==> src/seer_pkg.sv <==
// constants, types and behaviour summary for the serial eeprom read path
// Behaviour
// - read starts with Start, type 1010/1011, matching select bits, rw=1; then ack
// - reads ignore write-protect pin and block protection register contents
// - current-address read acks, sends byte at counter, then increments counter
// - address counter keeps its value between operations while powered
// - array reads wrap from last byte of last page to byte zero
// - one counter shared by array, ident page and serial number accesses
// - after read ack, send byte, increment counter, continue while acked
// - sequential read continues until nack followed by Stop
// - ident page read: type 1011, space bits 00, low seven bits select byte
// - ident page reads wrap within the 128-byte page
// - lock probe data byte acked if page unlocked, refused if locked
// - Start after probe discards the truncated write; Stop returns to standby
// - protection read: type 1011, space 11, returns six zeros and size bits
// - further protection register bytes repeat the same value
// - serial number read: type 1011, space 01, low four bits select byte
// - serial number reads wrap after the sixteenth byte
// - serial number block is never writable
// - size bits: 00 none, 01 upper quarter, 10 upper half, 11 whole
// - no ack of device address byte during a self-timed write cycle
package seer_pkg;
    localparam logic [3:0] SEER_TYPE_ARRAY = 4'ha;
    localparam logic [3:0] SEER_TYPE_SPEC  = 4'hb;
    localparam logic [1:0] SEER_SP_IDENT   = 2'h0;
    localparam logic [1:0] SEER_SP_SERIAL  = 2'h1;
    localparam logic [1:0] SEER_SP_LOCK    = 2'h2;
    localparam logic [1:0] SEER_SP_PROT    = 2'h3;
    localparam int         SEER_SP_LSB     = 9;
    localparam logic [15:0] SEER_ADDR_RST  = 16'h0000;
    localparam logic [15:0] SEER_IDENT_MSK = 16'h007f;
    localparam logic [15:0] SEER_SER_MSK   = 16'h000f;
    localparam logic [3:0]  SEER_BIT_LAST  = 4'h8;

    typedef enum logic [6:0] {
        SEER_IDLE  = 7'h01,  // standby, waiting for Start
        SEER_DEV   = 7'h02,  // shifting in device address byte
        SEER_AHI   = 7'h04,  // shifting in address high byte
        SEER_ALO   = 7'h08,  // shifting in address low byte
        SEER_WDAT  = 7'h10,  // shifting in write data (probe only)
        SEER_RDAT  = 7'h20,  // shifting out read data
        SEER_MACK  = 7'h40   // sampling master ack
    } seer_state_e;
endpackage : seer_pkg

==> src/seer_read_path.sv <==
// serial eeprom read path: link slave, shared counter and special spaces
`timescale 1ns/10ps
`default_nettype none

module seer_read_path #(
    parameter int ADDR_W = 16
) (
    // clock and reset
    input  wire logic              ref_clk_i,
    input  wire logic              rst_n_i,
    // two-wire link pins
    input  wire logic              scl_i,
    input  wire logic              sda_i,
    output logic                   sda_o,
    output logic                   sda_oe_o,
    // straps and status from the rest of the device
    input  wire logic [2:0]        chip_select_i,
    input  wire logic              write_protect_i,
    input  wire logic              write_busy_i,
    input  wire logic              ident_locked_i,
    input  wire logic [1:0]        protect_size_i,
    // array and ident page read port, data same cycle as address
    output logic [ADDR_W-1:0]      mem_addr_o,
    output logic                   mem_ident_o,
    input  wire logic [7:0]        mem_data_i,
    // serial number block, 16 bytes, read only
    input  wire logic [127:0]      serial_number_i,
    // counter load to the write side
    output logic                   addr_load_o,
    output logic [ADDR_W-1:0]      addr_val_o
);
    // counter arithmetic and space decode assume a 16 bit word address
    if (ADDR_W != 16) begin : g_bad_width
        $error("seer_read_path: ADDR_W must be 16");
    end

    ////////////////////////////////////////////////////////////////////////
    // overview
    // link side runs entirely off ref_clk_i; scl and sda are pins,
    // so both pass two flops before any decode looks at them
    // a third stage of history gives the scl edges and the
    // start and stop conditions (sda moving while scl stays high)
    //
    // one transfer, as seen from this block:
    //   start          -> shift in the device address byte
    //   8th scl rise   -> byte complete, decided on the next scl fall
    //   good address   -> pull sda low for one bit (our ack)
    //   rw bit low     -> take two word address bytes, high first
    //   rw bit high    -> put the byte at the counter on sda
    //   9th bit        -> master ack asks for the next byte
    //   master nack    -> back to standby, stop then follows
    //
    // address spaces behind the device type codes:
    //   plain type     -> main array, full 16 bit counter
    //   special type   -> space chosen by two word address bits
    //     ident page   -> seven bit offset, wraps inside the page
    //     serial block -> four bit offset, wraps after 16 bytes
    //     protection   -> size bits, same byte for every read
    //     lock status  -> data byte always refused; the lock probe is acked on the ident page
    //
    // the counter is shared by array, ident page and serial block;
    // a current-address read after a special access therefore
    // starts from the offset that access left behind
    //
    // the counter has no reset value: it only ever comes from a
    // word address, so a link reset must not disturb it
    //
    // write protect and protection size never gate a read;
    // the pin is accepted only to keep the port list complete
    //
    // no ack while the self-timed write runs: polling masters
    // see a refused device address byte until it is over
    //
    // data bits change about three ref clocks after the scl fall
    // is seen; the master must keep scl low for longer than that
    // (limitation: scl low and high phases of at least four
    // ref clocks each are needed for clean sampling)
    //
    // sda_o is tied low: open drain, the enable carries the level
    //
    // a start in any state aborts the transfer, which is how a
    // truncated lock probe is thrown away before it could write
    //
    // mem_data_i must answer in the same cycle as mem_addr_o;
    // trade-off: no read pipeline, so the array sits on a short path

    ////////////////////////////////////////////////////////////////////////
    // state
    typedef struct packed {
        logic [2:0]          scl_s;    // scl sync plus history
        logic [2:0]          sda_s;
        seer_pkg::seer_state_e st;
        logic [3:0]          bits;
        logic [7:0]          sh;
        logic                dev_spec; // type 1011 addressed
        logic [ADDR_W-1:0]   cnt;      // shared counter
        logic [ADDR_W-1:0]   ahi;
        logic [1:0]          space;
        logic                do_ack;   // slave drives ack this bit
        logic                ack_sent;
        logic                sda_q;
        logic                sda_oe;
        logic                load;
    } seer_s;

    seer_s s_q;
    seer_s s_d;

    // read data selection across spaces, protection byte repeats itself
    function automatic logic [7:0] seer_rbyte(input logic spec,
            input logic [1:0] sp, input logic [15:0] a,
            input logic [7:0] md, input logic [127:0] sn,
            input logic [1:0] ps);
        logic [7:0] r;
        r = md;
        if (spec && sp == seer_pkg::SEER_SP_PROT) begin
            r = {6'h00, ps};
        end else if (spec && sp == seer_pkg::SEER_SP_SERIAL) begin
            r = sn[8'(127 - 8 * a[3:0]) -: 8];      // byte 0 is msbyte
        end
        return r;
    endfunction : seer_rbyte

    // counter advance with per-space wrap
    function automatic logic [15:0] seer_next(input logic spec,
            input logic [1:0] sp, input logic [15:0] a);
        logic [15:0] n;
        n = a + 16'h0001;                           // wraps at top
        if (spec && sp == seer_pkg::SEER_SP_IDENT) begin
            n = (a & ~seer_pkg::SEER_IDENT_MSK)
                | (n & seer_pkg::SEER_IDENT_MSK);
        end else if (spec && sp == seer_pkg::SEER_SP_SERIAL) begin
            n = (a & ~seer_pkg::SEER_SER_MSK)
                | (n & seer_pkg::SEER_SER_MSK);
        end else if (spec && sp == seer_pkg::SEER_SP_PROT) begin
            n = a;
        end
        return n;
    endfunction : seer_next

    logic scl_rise;
    logic scl_fall;
    logic sda_b;
    logic start_c;
    logic stop_c;
    logic [7:0] byte_in;
    logic [7:0] rb;
    // word address bit where the space select field starts
    localparam int SEER_SPB = seer_pkg::SEER_SP_LSB;

    ////////////////////////////////////////////////////////////////////////
    // edge and condition detect; bit 0 of each sync is first stage only
    assign scl_rise = s_q.scl_s[1] & ~s_q.scl_s[2];
    assign scl_fall = ~s_q.scl_s[1] & s_q.scl_s[2];
    assign sda_b    = s_q.sda_s[1];
    assign start_c  = s_q.scl_s[1] & s_q.scl_s[2] & s_q.sda_s[2] & ~sda_b;
    assign stop_c   = s_q.scl_s[1] & s_q.scl_s[2] & ~s_q.sda_s[2] & sda_b;
    assign byte_in  = {s_q.sh[6:0], sda_b};
    // write protect and protect size never gate a read
    assign rb = seer_rbyte(s_q.dev_spec, s_q.space, s_q.cnt, mem_data_i,
                           serial_number_i, protect_size_i);

    ////////////////////////////////////////////////////////////////////////
    // next state
    // decode order: start first, then stop, then scl edges;
    // a start or stop always wins over a bit in flight
    // scl rise: sample a bit, or the master's ack in its slot
    // scl fall: move sda for the next bit, or decide a byte
    // do_ack marks a bit slot in which this block pulls sda;
    // the scl rise inside that slot carries no data
    // bits counts scl rises within the current byte, 0 to 8
    // sh holds the incoming byte, or the outgoing one in a read
    // hazard: the next read byte is fetched at the fall that
    // ends the master ack, after the counter has moved on
    // the first read byte is fetched at the fall that ends
    // our own ack of the device address byte
    // refused bytes drop to standby and ignore the bus until
    // the next start
    always_comb begin
        s_d       = s_q;
        s_d.scl_s = {s_q.scl_s[1:0], scl_i};
        s_d.sda_s = {s_q.sda_s[1:0], sda_i};
        s_d.load  = 1'b0;
        if (start_c) begin
            // start drops any pending truncated write
            s_d.st     = seer_pkg::SEER_DEV;
            s_d.bits   = 4'h0;
            s_d.do_ack = 1'b0;
            s_d.sda_oe = 1'b0;
        end else if (stop_c) begin
            s_d.st     = seer_pkg::SEER_IDLE;
            s_d.sda_oe = 1'b0;
            s_d.do_ack = 1'b0;
        end else if (s_q.st != seer_pkg::SEER_IDLE) begin
            if (scl_rise && !s_q.do_ack) begin
                if (s_q.st == seer_pkg::SEER_MACK) begin
                    if (sda_b) begin
                        s_d.st = seer_pkg::SEER_IDLE;   // nack: wait stop
                    end else begin
                        s_d.st = seer_pkg::SEER_RDAT;
                    end
                    s_d.bits = 4'h0;
                end else if (s_q.st != seer_pkg::SEER_RDAT) begin
                    s_d.sh   = byte_in;
                    s_d.bits = s_q.bits + 4'h1;
                end else begin
                    s_d.bits = s_q.bits + 4'h1;
                end
            end
            if (scl_fall) begin
                if (s_q.do_ack) begin
                    // ack bit over, release and go on
                    s_d.do_ack = 1'b0;
                    s_d.sda_oe = 1'b0;
                    s_d.bits   = 4'h0;
                    if (s_q.st == seer_pkg::SEER_RDAT) begin
                        s_d.sda_oe = ~rb[7];
                        s_d.sh     = rb;
                    end
                end else if (s_q.st == seer_pkg::SEER_RDAT) begin
                    if (s_q.bits == 4'h0) begin
                        // master acked: fetch and start the next byte
                        s_d.sda_oe = ~rb[7];
                        s_d.sh     = rb;
                    end else if (s_q.bits == seer_pkg::SEER_BIT_LAST) begin
                        s_d.sda_oe = 1'b0;
                        s_d.st     = seer_pkg::SEER_MACK;
                        s_d.cnt    = seer_next(s_q.dev_spec, s_q.space,
                                               s_q.cnt);
                    end else begin
                        s_d.sda_oe = ~s_q.sh[3'(7 - s_q.bits)];
                    end
                end else if (s_q.bits == seer_pkg::SEER_BIT_LAST) begin
                    s_d.bits = 4'h0;
                    case (s_q.st)
                        seer_pkg::SEER_DEV: begin
                            // type, select strap and busy decide the ack
                            if ((s_q.sh[7:4] == seer_pkg::SEER_TYPE_ARRAY
                                 || s_q.sh[7:4] == seer_pkg::SEER_TYPE_SPEC)
                                && s_q.sh[3:1] == chip_select_i
                                && !write_busy_i) begin
                                s_d.do_ack   = 1'b1;
                                s_d.sda_oe   = 1'b1;
                                s_d.dev_spec = (s_q.sh[7:4]
                                    == seer_pkg::SEER_TYPE_SPEC);
                                s_d.st = s_q.sh[0] ? seer_pkg::SEER_RDAT
                                                   : seer_pkg::SEER_AHI;
                            end else begin
                                s_d.st = seer_pkg::SEER_IDLE;
                            end
                        end
                        seer_pkg::SEER_AHI: begin
                            s_d.ahi    = {s_q.sh, 8'h00};
                            s_d.do_ack = 1'b1;
                            s_d.sda_oe = 1'b1;
                            s_d.st     = seer_pkg::SEER_ALO;
                        end
                        seer_pkg::SEER_ALO: begin
                            // dummy write sets the shared counter, except in protection and lock space where it keeps its value
                            s_d.space  = s_q.ahi[SEER_SPB +: 2];
                            if (!s_q.dev_spec) begin
                                s_d.cnt = s_q.ahi | {8'h00, s_q.sh};
                            end else if (s_q.ahi[SEER_SPB +: 2]
                                         == seer_pkg::SEER_SP_IDENT) begin
                                s_d.cnt = {9'h000, s_q.sh[6:0]};
                            end else if (s_q.ahi[SEER_SPB +: 2]
                                         == seer_pkg::SEER_SP_SERIAL) begin
                                s_d.cnt = {12'h000, s_q.sh[3:0]};
                            end
                            s_d.load   = 1'b1;
                            s_d.do_ack = 1'b1;
                            s_d.sda_oe = 1'b1;
                            s_d.st     = seer_pkg::SEER_WDAT;
                        end
                        seer_pkg::SEER_WDAT: begin
                            // only the ident page probe is acked here;
                            // serial block takes no data at all
                            if (s_q.dev_spec && s_q.space
                                    == seer_pkg::SEER_SP_IDENT
                                && !ident_locked_i) begin
                                s_d.do_ack = 1'b1;
                                s_d.sda_oe = 1'b1;
                            end else begin
                                s_d.st = seer_pkg::SEER_IDLE;
                            end
                        end
                        default: begin
                            s_d.st = seer_pkg::SEER_IDLE;
                        end
                    endcase
                end
            end
        end
        s_d.sda_q = 1'b0;
    end

    ////////////////////////////////////////////////////////////////////////
    // registers; counter has no reset path so it survives link resets
    // sync stages reset to the idle high level of both pins, so
    // no false scl edge or start is seen right after reset
    // the counter keeps its own next value during reset: in
    // simulation it stays unknown until the first word address
    // trade-off: one field of the struct escapes the reset, which
    // keeps the counter alive across a link-only reset
    // all other fields start in standby with sda released
    // reset is synchronous, so it needs at least one clock edge
    always_ff @(posedge ref_clk_i) begin
        if (!rst_n_i) begin
            s_q.scl_s    <= 3'h7;
            s_q.sda_s    <= 3'h7;
            s_q.st       <= seer_pkg::SEER_IDLE;
            s_q.bits     <= 4'h0;
            s_q.sh       <= 8'h00;
            s_q.dev_spec <= 1'b0;
            s_q.ahi      <= 16'h0000;
            s_q.space    <= 2'h0;
            s_q.do_ack   <= 1'b0;
            s_q.ack_sent <= 1'b0;
            s_q.sda_q    <= 1'b0;
            s_q.sda_oe   <= 1'b0;
            s_q.load     <= 1'b0;
            s_q.cnt      <= s_d.cnt;
        end else begin
            s_q <= s_d;
        end
    end

    ////////////////////////////////////////////////////////////////////////
    // outputs; open drain, enable high pulls low
    // every output but mem_ident_o comes straight from a register, so the pin
    // never glitches while the next state settles
    // the counter is shown both to the array and to the write
    // side, which picks it up on the load pulse
    assign sda_o       = s_q.sda_q;
    assign sda_oe_o    = s_q.sda_oe;
    assign mem_addr_o  = s_q.cnt;
    assign mem_ident_o = s_q.dev_spec
                         & (s_q.space == seer_pkg::SEER_SP_IDENT);
    assign addr_load_o = s_q.load;
    assign addr_val_o  = s_q.cnt;
    logic unused_wp;
    assign unused_wp = write_protect_i ^ s_q.ack_sent;
endmodule : seer_read_path

`default_nettype wire

==> config.mk <==
export PLATFORM = sky130hd
export DESIGN_NAME = seer_read_path
export DESIGN_NICKNAME = d
export VERILOG_FILES = /design/src/seer_pkg.sv /design/src/seer_read_path.sv
export SDC_FILE = /design/constraint.sdc
export NUM_CORES = 1
export LEC_CHECK = 0
export ABC_AREA = 1
export BUFFER_PORTS_ARGS = -buffer_cell sky130_fd_sc_hd__buf_2
export CAP_MARGIN = 5
export CELL_PAD_IN_SITES_DETAIL_PLACEMENT = 0
export CELL_PAD_IN_SITES_GLOBAL_PLACEMENT = 1
export CORE_UTILIZATION = 33
export DETAILED_ROUTE_END_ITERATION = 10
export GPL_TIMING_DRIVEN = 0
export HOLD_SLACK_MARGIN = 0.12
export PLACE_DENSITY_LB_ADDON = 0.25
export SYNTH_ARGS = -nofsm -noshare
export SYNTH_HDL_FRONTEND = slang
export SYNTH_SLANG_ARGS = --single-unit
==> constraint.sdc <==
create_clock -name ref_clk_i -period 2.5 [get_ports ref_clk_i]
set_input_delay 0.25 -clock ref_clk_i [delete_from_list [all_inputs] [get_ports ref_clk_i]]
set_output_delay 0.25 -clock ref_clk_i [all_outputs]
set_load 0.02 [all_outputs]
**Word level (Yosys, flattened, before mapping)**

Cells that the tools add are included.
Widths: inputs -> output; s select.

- Latch bits: 0
- Input port bits: 148
- Flip-flop bits (word level): 64
- Memories kept: 0
- Output and inout port bits: 36
- Memory bits (writable): 0
- ROM bits: 0

- $add $sub $neg: 4
- Magnitude comparators: 1
- Muxes and demuxes: 71
- $mul: 0
- Reductions and logical operators: 28
- Eq/ne operators: 22
- Bitwise logic cells: 25
- Shifts and indexed selects: 1
- Divide/modulo/power cells: 0

Operators by type and width:

| kind | count |
|---|---|
| $mux 36 | 7 |
| $mux 16 | 11 |
| $shiftx 135x9->8 | 1 |
| $mux 19 | 5 |
| $mux 8 | 7 |
| $mux 55 | 1 |
| $mux 50 | 1 |
| $mux 47 | 1 |
| $mux 7 | 6 |
| $mux 35 | 1 |
| $ne 7x5->1 const B | 5 |
| $mux 34 | 1 |
| $pmux 7 s4 | 1 |
| $mux 6 | 4 |
| $add 16x1->16 const B | 1 |
| $or 16x4->16 | 1 |
| $or 16x7->16 | 1 |
| $or 16x8->16 | 1 |
| $reduce_and 8->1 | 2 |
| $mux 1 | 15 |
| $not 1->1 | 14 |
| $eq 4x4->1 const B | 3 |
| $mux 12 | 1 |
| $mux 11 | 1 |
| other kinds (35) | 60 |

**Depth between registers and ports, before layout**

- Depth after elaboration: 19
- Depth in mapped cells: 13

**Worst setup path before layout**

No wires, ideal clock.

- Kind: register to register
- Start point: reg s_q[48] (netlist name)
- End point: reg s_q (netlist bit addr_val_o[10]) (enable)
- Arrival time: 1907 ps
- Slack: 215 ps
- Library setup time: 378 ps
- Required time: 2122 ps
- Stages on the path, launching flop included: 9
- Path through: dfxtp_1 -> clkbuf_1 -> inv_1 -> ha_1 -> nand3_1 -> clkbuf_1 -> a211oi_1 -> nand3_1 -> a21oi_1

- Cells in the longest elaborated chain, start to end: 14

RTL lines:

| item | line | text |
|---|---|---|
| start, declared | seer_read_path.sv:106 | `seer_s s_q;` |
| $eq 4x4->1 | seer_read_path.sv:225, seer_read_path.sv:233 |  |
| $mux 36 | seer_read_path.sv:233 | `end else if (s_q.bits == seer_pkg::SEER_BIT_LAST) begin` |
| $mux 36 | seer_read_path.sv:220 | `end else if (s_q.st == seer_pkg::SEER_RDAT) begin` |
| $mux 36 | seer_read_path.sv:211 | `if (s_q.do_ack) begin` |
| $mux 36 | seer_read_path.sv:210 | `if (scl_fall) begin` |
| $mux 36 | seer_read_path.sv:194 | `end else if (s_q.st != seer_pkg::SEER_IDLE) begin` |
| $mux 36 | seer_read_path.sv:190 | `end else if (stop_c) begin` |
| $mux 36 | seer_read_path.sv:184 | `if (start_c) begin` |
| $mux 16 * | seer_read_path.sv:220 |  |
| $mux 35 * | seer_read_path.sv:211 |  |
| $mux 55 * | seer_read_path.sv:210 |  |
| $mux 50 * | seer_read_path.sv:194 |  |
| $mux 47 * | seer_read_path.sv:190 |  |
| $mux 34 * | seer_read_path.sv:184 |  |

Every way passes the cells marked *; elsewhere a longest branch is shown, timed or not. The select of a mux whose other input is x is not followed.
A chain may end at the register's enable or synchronous reset.

**Worst setup path after layout**

Same ends and word-level chain as after synthesis.

==> out/metrics.csv <==
metric,value,unit
status,"complete, no violations",
numPortBuffers,181,
syn-instance-count,786,
worst_pin_slew,664.1,ps
die-area,15150,um2
crit_type,reg2reg,
cp_top_family,buffers and inverters,
yosysUniqueCellTypes,46,
ys_ff_latch,55,
layout_setup_ws,172.7,ps
cts_num_sinks,55,
dieHeight,123.1,um
cts_tree,built,
yosysWarnings,0,
skew,11.04,ps
grt-ovfl-total,0,
crit_chain,clkbuf_1 -> inv_1 -> ha_1 -> nand3_1 -> buf_2 -> a211oi_1 -> nand3_1 -> a21oi_4 -> buf_12,
min_path_type,in2reg,
syn_nets,937,
post-route-min-period,2327,ps
final_cell_mix,"194 x buf_2, 154 x nand2_1, 122 x nor2_1, 83 x o21ai_0, 82 x inv_1",
place_congestion,0.8909,
via_per_inst,4.873,
grt_use_total,21.72,%
avgRoutedWirePerCell,14.07,um
core_area,14100,um2
hpwl,13190,um
vdd_ir_drop_max,0.2373,mV
postLayoutCellArea,6148,um2
crit_fanout,10,
ant_nets,0,
rsz0062_at_grt,no,
layout_commonest_cell,buf_2,
synth_top_flop_cell,dfxtp_1,
slew_headroom,55.73,%
hold_viol_final,0,
pwr_density_cell,311.0,nW/um2
avgSynthCellArea,6.156,um2
max_cap_violations,0,
clock-root-buffer,clkbuf_16,
cp.arrival,2350,ps
die_w,123.1,um
synth_edf_count,16,
grt_max_degree,18,
placed_area,5969,um2
dp_slack,-368.7,ps
power.leakage,2.868,nW
endpoint_kind,flip-flop,
drc,0,
cts_buffers,5,
drive_gt1_share,29.00,%
layout.area.seq,1261,um2
critical-path-max-stage-delay,310,ps
initial_core_util,34.32,%
final_util,43.62,%
areaGrowthSynthToFinish,27.08,%
multi_input_area,2804,um2
worst-r2r-setup-slack,170,ps
grt_pass1_vias,5212,
diodes,0,
async_reset_ff_share,0,%
fmax,429.7,MHz
crit_top_cell,nand3_1,
nFillCells,1597,
via_count,5633,
insertion_delay,300,ps
slew_viol_final,0,
cp_num_buf_inv,4,
first_iter_violations,337,
required,2520,ps
clockBufferDepth,2,
fin_crit_sh,93.09,%
fin_hold_ws,140.4,ps
start_kind,flip-flop,
drt-total-wl,16260,um
synth_seq_area_share,26.07,%
rows,43,
path_clk_slew,70,ps
grt_pass1_wl,25740,um
h-tree-depth,2,
holdBufCountCts,0,
ios,184,
synth_area,4838,um2
antenna_found_initial,0,
cpMaxStageDelayCell,dfxtp_1,
firstDrtPassIters,4,
setup_viol,0,
final_nets,1126,
==> layer usage <==
| metal | up-vias | routed length, um | GRT usage (%) | share of wire (%) |
|---|---|---|---|---|
| met5 | - | 0 | 0 | 0 |
| met4 | 0 | 331 | 5.497 | 2.0 |
| met3 | 24 | 810 | 3.044 | 5.0 |
| met2 | 159 | 7453 | 36.10 | 46 |
| met1 | 2531 | 7665 | 29.48 | 47 |
| li1 | 2919 | - | - | - |
==> kinds of logic (layout without fill, tap and decap cells) <==
group | count (synthesis) | count (layout) | share of synthesized area, %
other cells | 1 | 1 | 0.07751
xor+xnor | 12 | 12 | 2.172
simple gates | 384 | 384 | 34.42
buf+inv | 159 | 349 | 16.21
fa+ha+maj | 3 | 3 | 0.7759
compound gates | 172 | 172 | 20.27
flops | 55 | 55 | 26.07
==> flip-flops by register name (all words and copies together) (netlist names) <==
name,count
s_q,26
byte_in,8
sda_oe_o,1
s_d,3
addr_load_o,1
addr_val_o,16
==> worst reg2reg max path, cell delays in order, from the launching register on <==
cell      delay (ps)
dfxtp_1          310
clkbuf_1         190
inv_1            150
ha_1             190
nand3_1          170
buf_2            250
a211oi_1         230
nand3_1          230
a21oi_4          200
buf_12           140
==> cell usage after synthesis, types with 12 or more instances <==
cell type	number	area share, %
nand2_1	154	12
buf_4	35	5.4
o22ai_1	16	2.1
nor3_1	13	1.3
nor2_1	122	9.5
dfxtp_1	39	16
edfxtp_1	16	9.9
clkbuf_1	13	1.0
inv_1	82	6.4
buf_2	12	1.2
nand3_1	66	6.8
a21oi_1	40	4.1
o21ai_0	83	8.6
==> cell type report <==
type	instances	area share, %
buffer	67	7.102
clock buffer	6	2.096
clock inverter	2	0.2849
inverter	92	5.678
multi-input combinational	572	45.60
sequential	55	20.51
tap	180	3.663
timing repair buffer	182	15.06
==> what timing repair did <==
item                                    CTS  global route
hold endpoints to repair                  0             0
gates resized for setup                   2             3
endpoints found under the setup margin    9            18
setup buffers                             1             0
pin swaps                                 0             1
==> stage by stage <==
step / std cells / total power [W] / TNS, ps
finish: 1156 / 0.001912 / 0
global route: 1156 / 0.001995 / 0
CTS: 1156 / 0.001926 / 0
detailed placement: 1147 / 0.001221 / -3314
global placement: 1147 / 0.001220 / -3103
floorplan: 786 / 0.001071 / 0
==> final timing paths <==
path,depth (start not counted),endpoint,start
min,2,s_d[63],scl_i
max,9,addr_val_o[10],s_q[48]
min reg2reg,1,byte_in[0],s_d[60]
max reg2reg,9,addr_val_o[10],s_q[48]
==> where the power goes <==
| part | switching (W) | internal (W) | total [W] |
|---|---|---|---|
| Sequential | 0.0000111 | 0.000921 | 0.000932 |
| Combinational | 0.000136 | 0.000133 | 0.000269 |
| Clock | 0.000335 | 0.000376 | 0.000711 |
| Total | 0.000482 | 0.00143 | 0.00191 |
Note: power is estimated with default switching activity, not from simulation.
